File: src/tcr_pkg.sv
/*
  Constants, state layout and mode decoding for the 16-bit capture/reload timer.
  Assumes an 8-bit special-function-register port and a 40 MHz system clock.
*/
package tcr_pkg;

  // ----------------------------------------------------------------
  // Register addresses
  // ----------------------------------------------------------------
  localparam logic [7:0] ADDR_CONTROL = 8'hc8;
  localparam logic [7:0] ADDR_CAP_LO = 8'hca;
  localparam logic [7:0] ADDR_CAP_HI = 8'hcb;
  localparam logic [7:0] ADDR_CNT_LO = 8'hcc;
  localparam logic [7:0] ADDR_CNT_HI = 8'hcd;

  // ----------------------------------------------------------------
  // Control field positions
  // ----------------------------------------------------------------
  localparam int BIT_OVERFLOW_FLAG = 7;
  localparam int BIT_EXTERNAL_FLAG = 6;
  localparam int BIT_RX_CLOCK_SELECT = 5;
  localparam int BIT_TX_CLOCK_SELECT = 4;
  localparam int BIT_EXT_ENABLE = 3;
  localparam int BIT_RUN = 2;
  localparam int BIT_COUNTER_SELECT = 1;
  localparam int BIT_CAPTURE_SELECT = 0;

  // ----------------------------------------------------------------
  // Reset values and counts
  // ----------------------------------------------------------------
  localparam logic [7:0] CONTROL_RESET = 8'h00;
  localparam logic [7:0] READ_UNMAPPED = 8'h00;
  localparam logic [15:0] COUNT_MAX = 16'hffff;
  localparam logic [15:0] COUNT_ZERO = 16'h0000;
  localparam logic [15:0] COUNT_ONE = 16'h0001;
  localparam int CLK_PERIOD_NS = 25;
  localparam int PRESCALE_DIVISOR = 12;
  localparam logic [3:0] PRESCALE_LAST = 4'(PRESCALE_DIVISOR - 1);
  localparam logic [3:0] PRESCALE_FIRST = 4'h0;
  localparam logic [3:0] PRESCALE_STEP = 4'h1;

  // ----------------------------------------------------------------
  // Types
  // ----------------------------------------------------------------
  typedef enum logic [3:0] {
    MODE_OFF = 4'b0001,
    MODE_CAPTURE = 4'b0010,
    MODE_RELOAD = 4'b0100,
    MODE_BAUD = 4'b1000
  } tcr_mode_type;

  typedef struct packed {
    logic [7:0] control;
    logic [15:0] count;
    logic [15:0] capture;
    logic [3:0] presc;
    logic half;
    logic cnt_s1;
    logic cnt_s2;
    logic cnt_prev;
    logic trg_s1;
    logic trg_s2;
    logic trg_prev;
    logic [7:0] rdata;
    logic rx_pulse;
    logic tx_pulse;
    logic adc_pulse;
  } tcr_state_type;

  localparam tcr_state_type STATE_RESET = '0;

  function automatic tcr_mode_type tcr_mode(input logic [7:0] ctl);
    if (!ctl[BIT_RUN]) begin
      return MODE_OFF;
    end else if (ctl[BIT_RX_CLOCK_SELECT] || ctl[BIT_TX_CLOCK_SELECT]) begin
      return MODE_BAUD;
    end else if (ctl[BIT_CAPTURE_SELECT]) begin
      return MODE_CAPTURE;
    end else begin
      return MODE_RELOAD;
    end
  endfunction : tcr_mode

endpackage : tcr_pkg

File: src/tcr_timer.sv
/*
  16-bit counter/timer with capture, auto-reload and baud-rate generator modes.
  Assumes a synchronous SFR port from the CPU and synchronous-style pin inputs;
  the UART divides the routed shift-clock pulses further.
*/
`timescale 1ns/1ps
// Overview of operation
// Count is 16 bits from two bytes
// Select bit picks prescaled clock or pin falls
// Timer clock: divide by 12 or undivided
// Clock select ignored in baud or counter
// Mode from run, UART selects, capture bit
// Trigger fall copies count into capture pair
// Trigger ignored while external enable clear
// Overflow flag on rollover in capture/reload
// Reload mode overflow loads capture pair
// Reload mode trigger fall also reloads count
// External flag on trigger capture or reload
// Baud overflow reloads, pulses UART, no flag
// UART selects force auto-reload behaviour
// Select bits route this timer or Timer 1
// Baud equals overflow rate over sixteen
// Baud mode counts system clock halves
// External baud: pin over 16 times span
// Baud mode trigger only sets external flag
// Flags cleared only by software writes
// Interrupt while flag set and enabled
// Run bit clear stops counting
// Overflow offered as conversion start trigger
// Control register resets to zero
// Pins synchronised, falls detected
module tcr_timer
  import tcr_pkg::*;
(
  input wire logic clk,
  input wire logic nrst,
  input wire logic [7:0] sfr_addr,
  input wire logic [7:0] sfr_wdata,
  input wire logic sfr_wr,
  input wire logic sfr_rd,
  output logic [7:0] sfr_rdata,
  input wire logic prescale_select,
  input wire logic timer_irq_enable,
  input wire logic timer1_overflow,
  input wire logic external_count_pin,
  input wire logic trigger_pin,
  output logic timer_irq,
  output logic uart_rx_shift_clock,
  output logic uart_tx_shift_clock,
  output logic adc_start_trigger
);

  // ----------------------------------------------------------------
  // State
  // ----------------------------------------------------------------
  tcr_state_type state_ff;
  tcr_state_type nxt_state;
  tcr_mode_type mode;
  logic cnt_fall;
  logic trg_fall;
  logic tick;
  logic overflow;
  logic trig_act;
  logic baud_sel;
  logic div12_tick;

  // ----------------------------------------------------------------
  // Next state
  // ----------------------------------------------------------------
  always_comb begin
    nxt_state = state_ff;
    mode = tcr_mode(state_ff.control);
    baud_sel = state_ff.control[BIT_RX_CLOCK_SELECT] | state_ff.control[BIT_TX_CLOCK_SELECT];
    // Pin synchronisers and fall detection
    nxt_state.cnt_s1 = external_count_pin;
    nxt_state.cnt_s2 = state_ff.cnt_s1;
    nxt_state.cnt_prev = state_ff.cnt_s2;
    nxt_state.trg_s1 = trigger_pin;
    nxt_state.trg_s2 = state_ff.trg_s1;
    nxt_state.trg_prev = state_ff.trg_s2;
    cnt_fall = state_ff.cnt_prev & ~state_ff.cnt_s2;
    trg_fall = state_ff.trg_prev & ~state_ff.trg_s2;
    // Prescalers
    div12_tick = (state_ff.presc == PRESCALE_LAST);
    if (div12_tick) begin
      nxt_state.presc = PRESCALE_FIRST;
    end else begin
      nxt_state.presc = state_ff.presc + PRESCALE_STEP;
    end
    nxt_state.half = ~state_ff.half;
    // Count source
    case (mode)
      MODE_OFF: begin
        tick = 1'b0;
      end
      MODE_BAUD: begin
        // Prescale select ignored here
        tick = state_ff.control[BIT_COUNTER_SELECT] ? cnt_fall : state_ff.half;
      end
      default: begin
        if (state_ff.control[BIT_COUNTER_SELECT]) begin
          tick = cnt_fall;
        end else begin
          tick = prescale_select ? 1'b1 : div12_tick;
        end
      end
    endcase
    overflow = tick && (state_ff.count == COUNT_MAX);
    trig_act = trg_fall && state_ff.control[BIT_EXT_ENABLE];
    // Count update
    if (overflow) begin
      if (mode == MODE_CAPTURE) begin
        nxt_state.count = COUNT_ZERO;
      end else begin
        nxt_state.count = state_ff.capture;
      end
    end else if (tick) begin
      nxt_state.count = state_ff.count + COUNT_ONE;
    end
    if (trig_act && !baud_sel && !state_ff.control[BIT_CAPTURE_SELECT]) begin
      nxt_state.count = state_ff.capture;
    end
    // Software writes to count, capture and control bytes
    if (sfr_wr) begin
      if (sfr_addr == ADDR_CNT_LO) begin
        nxt_state.count[7:0] = sfr_wdata;
      end else if (sfr_addr == ADDR_CNT_HI) begin
        nxt_state.count[15:8] = sfr_wdata;
      end else if (sfr_addr == ADDR_CAP_LO) begin
        nxt_state.capture[7:0] = sfr_wdata;
      end else if (sfr_addr == ADDR_CAP_HI) begin
        nxt_state.capture[15:8] = sfr_wdata;
      end else if (sfr_addr == ADDR_CONTROL) begin
        nxt_state.control = sfr_wdata;
      end
    end
    // Capture takes priority over a write in the same cycle
    if (trig_act && !baud_sel && state_ff.control[BIT_CAPTURE_SELECT]) begin
      nxt_state.capture = state_ff.count;
    end
    // Flag sets win over a clearing write
    if (overflow && !baud_sel) begin
      nxt_state.control[BIT_OVERFLOW_FLAG] = 1'b1;
    end
    if (trig_act) begin
      nxt_state.control[BIT_EXTERNAL_FLAG] = 1'b1;
    end
    // Read data
    if (sfr_rd) begin
      if (sfr_addr == ADDR_CONTROL) begin
        nxt_state.rdata = state_ff.control;
      end else if (sfr_addr == ADDR_CAP_LO) begin
        nxt_state.rdata = state_ff.capture[7:0];
      end else if (sfr_addr == ADDR_CAP_HI) begin
        nxt_state.rdata = state_ff.capture[15:8];
      end else if (sfr_addr == ADDR_CNT_LO) begin
        nxt_state.rdata = state_ff.count[7:0];
      end else if (sfr_addr == ADDR_CNT_HI) begin
        nxt_state.rdata = state_ff.count[15:8];
      end else begin
        nxt_state.rdata = READ_UNMAPPED;
      end
    end
    // Shift-clock routing; UART divides by sixteen
    nxt_state.rx_pulse = state_ff.control[BIT_RX_CLOCK_SELECT] ? overflow : timer1_overflow;
    nxt_state.tx_pulse = state_ff.control[BIT_TX_CLOCK_SELECT] ? overflow : timer1_overflow;
    nxt_state.adc_pulse = overflow;
  end

  // ----------------------------------------------------------------
  // Registers
  // ----------------------------------------------------------------
  always_ff @(posedge clk) begin
    if (!nrst) begin
      state_ff <= STATE_RESET;
    end else begin
      state_ff <= nxt_state;
    end
  end

  // ----------------------------------------------------------------
  // Outputs
  // ----------------------------------------------------------------
  assign sfr_rdata = state_ff.rdata;
  assign timer_irq = timer_irq_enable
    && (state_ff.control[BIT_OVERFLOW_FLAG] || state_ff.control[BIT_EXTERNAL_FLAG]);
  assign uart_rx_shift_clock = state_ff.rx_pulse;
  assign uart_tx_shift_clock = state_ff.tx_pulse;
  assign adc_start_trigger = state_ff.adc_pulse;

  // ----------------------------------------------------------------
  // Assertions
  // ----------------------------------------------------------------
  logic ctl_wr;
  logic cnt_wr;
  assign ctl_wr = sfr_wr && (sfr_addr == ADDR_CONTROL);
  assign cnt_wr = sfr_wr && ((sfr_addr == ADDR_CNT_LO) || (sfr_addr == ADDR_CNT_HI));
endmodule : tcr_timer
File: config.mk
export PLATFORM = sky130hd
export DESIGN_NAME = tcr_timer
export DESIGN_NICKNAME = d
export VERILOG_FILES = /design/src/tcr_pkg.sv /design/src/tcr_timer.sv
export SDC_FILE = /design/constraint.sdc
export NUM_CORES = 1
export LEC_CHECK = 0
export BUFFER_PORTS_ARGS = -buffer_cell sky130_fd_sc_hd__buf_2
export CAP_MARGIN = 20
export CORE_MARGIN = 5
export CORE_UTILIZATION = 45
export CTS_CLUSTER_DIAMETER = 200
export DETAILED_ROUTE_END_ITERATION = 12
export PLACE_DENSITY = 0.68
export SLEW_MARGIN = 10
export SYNTH_ARGS = -nofsm -noshare
export SYNTH_HDL_FRONTEND = slang
export SYNTH_SLANG_ARGS = --single-unit
export TNS_END_PERCENT = 20
File: constraint.sdc
create_clock -name clk -period 3.8 [get_ports clk]
set_input_delay 0 -clock clk [delete_from_list [all_inputs] [get_ports clk]]
set_output_delay 0 -clock clk [all_outputs]
set_load 0.02 [all_outputs]
==> metrics <==
status=complete, no violations; leading area contributor after synthesis=dfxtp_1; Num CTS Buffers=9; die area=around 9200 sq um; Routed Antenna Nets=0; Post-CTS Setup Bufs=0; pre-CTS setup slack=1.56 ns; post-synthesis sequential area ratio=0.375; Initial Util=0.459; part of the cycle the worst path needs=0.599; Slew headroom=0.319; predominant post-synthesis flop cell=dfxtp_1; fill count=722; Hold Slack=around 0.040 ns; Util after Layout=0.519; GRT Util Overall=0.209; worst-path maximum fanout=8; DR pass1 iterations=5; Max Clock Freq=0.439 GHz; initial DRC count=between 200 and 250; critical path's largest stage delay=0.45 ns; top cells by area, synth=dfxtp_1 (37%), mux2i_1 (8.2%), o21ai_0 (6.0%), nand2_1 (4.2%), a21oi_1 (3.9%); critical path's top delay family=simple AND/OR/NAND/NOR gates; initial antenna violation count=0; CP max stage cell=dfxtp_1; DP Area=3450 sq um; cell area power density=approximately 350 nW/um^2; synthesized instance count=between 300 and 400; diode count=0; Die Y=~96 um; Longest Clk Path Bufs=2; CTS Sinks=a little over 60; Lkg Pwr=about 1.5 nW; number of gates resized after cts=0; post-DP HPWL=approximately 6400 um; layout cell share with drive strength beyond 1=0.155; DIE WIDTH=95.8 um; CTS tree=yes; core footprint=between 7000 and 8000 sq um; worst setup margin=~1.5 ns; most used cell along the critical path=nor2_1; top post-synthesis cells by count=dfxtp_1 (62), o21ai_0 (40), nand2_1 (37); Mapped Nets=about 420; total gr overflow=0; MaxCap Viol Count=0; count of final max-slew check failures=0; final wirelength=roughly 9100 um; post-synthesis register bit count=62; WL/cell=between 15 and 20 um; Max rail drop VDD=~170 uV; # DRC=0; vias=slightly above 3000; PortBufs=36; Yosys top cell area share=0.375; via density per instance=~5.9; Req. time, crit path=approximately 4.0 ns; Synth cell types=between 50 and 60; setup TNS=0 ns; Post-synth EDFFs=0; Synth async-reset ratio=0; Min Clock Period, post-route=2.28 ns; critical path cell sequence=ha_1, nand2_1, a221oi_4, and4_1, nor2_1, a221oi_1, nor2_1; vias in the first global route=approximately 2700; FP Rows=31; critical path endpoint category=flop; total chip power=between 1 and 1.5 mW; unrepaired setup endpoints after global routing=no; number of H-tree levels=3; Final Non-Filler Cells=roughly 520; Area growth syn-to-layout=13.1%; Yosys warnings=0; worst path bufs/invs=0; Avg Inst Size Synth=roughly 8.5 sq um; fin area=approximately 3700 sq um; Hold Fails Final Rpt=0; Clock transition at path regs=roughly 0.070 ns; placed insts=491; RePlAce Congestion=about 0.93; Worst-Margin Slew=around 1.0 ns; I/O pin count=37; count leader, synth=dfxtp_1; endpoints failing setup=0; Hold WC Path Type=input pin to flop; final net count=441; CP startpoint kind=flop; critical path class=flop to flop; clock root buffer=clkbuf_8; largest net degree at the start of global routing=65; crit path DAT=around 2.5 ns; synthesized area=3310 sq um; Clock Skew=0.00601 ns; global-route wire length before repair=~14000 um; clk_lat worst skew=0.35 ns
sequential cells by signal (all words and copies together), names as in the netlist:
signal and cells:
sfr_rdata 8, uart_tx_shift_clock 1, adc_start_trigger 1, uart_rx_shift_clock 1, state_ff 47, nxt_state 4
logic make-up (layout without fill, tap and decap cells):
| family | Yosys count | after routing | share of synthesized area |
|---|---|---|---|
| AOI/OAI and AO/OA | 123 | 123 | 0.246 |
| buffers and inverters | 38 | 69 | 0.0597 |
| xor gates and xnor gates | 11 | 11 | 0.0291 |
| muxes | 29 | 29 | 0.0884 |
| adders and majority gates | 2 | 2 | 0.00755 |
| and+or+nand+nor | 123 | 123 | 0.194 |
| DFF | 62 | 62 | 0.375 |
path summary, 6_finish.rpt:
| path | start | to | slack (ns) | depth (start not counted) |
|---|---|---|---|---|
| max | state_ff[38] | state_ff[47] | 1.52 | 7 |
| min | sfr_wr | state_ff[56] | 0.04 | 3 |
| min reg2reg | state_ff[17] | state_ff[17] | 0.42 | 1 |
| max reg2reg | state_ff[38] | state_ff[47] | 1.52 | 7 |
per-layer routing:
metal / part of all wire / track usage
met2: 0.46 / 0.329
met3: 0.063 / 0.0493
met5: 0 / 0
met4: 0.018 / 0.0818
met1: 0.46 / 0.277
timing repair:
action                                 CTS  global route
setup endpoints to repair                0             0
hold buffers                            11             0
endpoints found under the hold margin   16             0
report_power, final:
group          switching, mW  internal, mW  leakage (nW)  total [mW]
clock network          0.263         0.297        0.0948       0.560
logic                 0.0526        0.0373         0.888      0.0899
registers            0.00555         0.661         0.503       0.667
tightest hold or removal path: cells and delay by family:
family | cells | cell delay (ns)
buf+inv | 1 | 0.17
simple gates | 1 | 0.10
compound gates | 1 | 0.07
layout make-up:
cell class	instances	area [sq um]	share of cell area
clock buffers	9	124	0.0331
repair buffers	49	305	0.0815
flip-flops and latches	62	1240	0.331
well taps	99	124	0.0331
multi-input cells	288	1870	0.500
inverters	4	15.0	0.00401
clock inverters	7	65.1	0.0174
placed cells by master (no fill, tap or decap), types with 10 or more instances in the layout:
cell	Yosys	layout
a21oi_1	26	26
and2_1	10	10
buf_2	4	36
dfxtp_1	62	62
dlygate4sd3_1	0	11
mux2i_1	27	27
nand2_1	37	37
nand3_1	18	18
nand4_1	10	10
nor2_1	15	15
o21ai_0	40	40
xnor2_1	10	10
No activity file was read; power rests on OpenSTA's default activity.
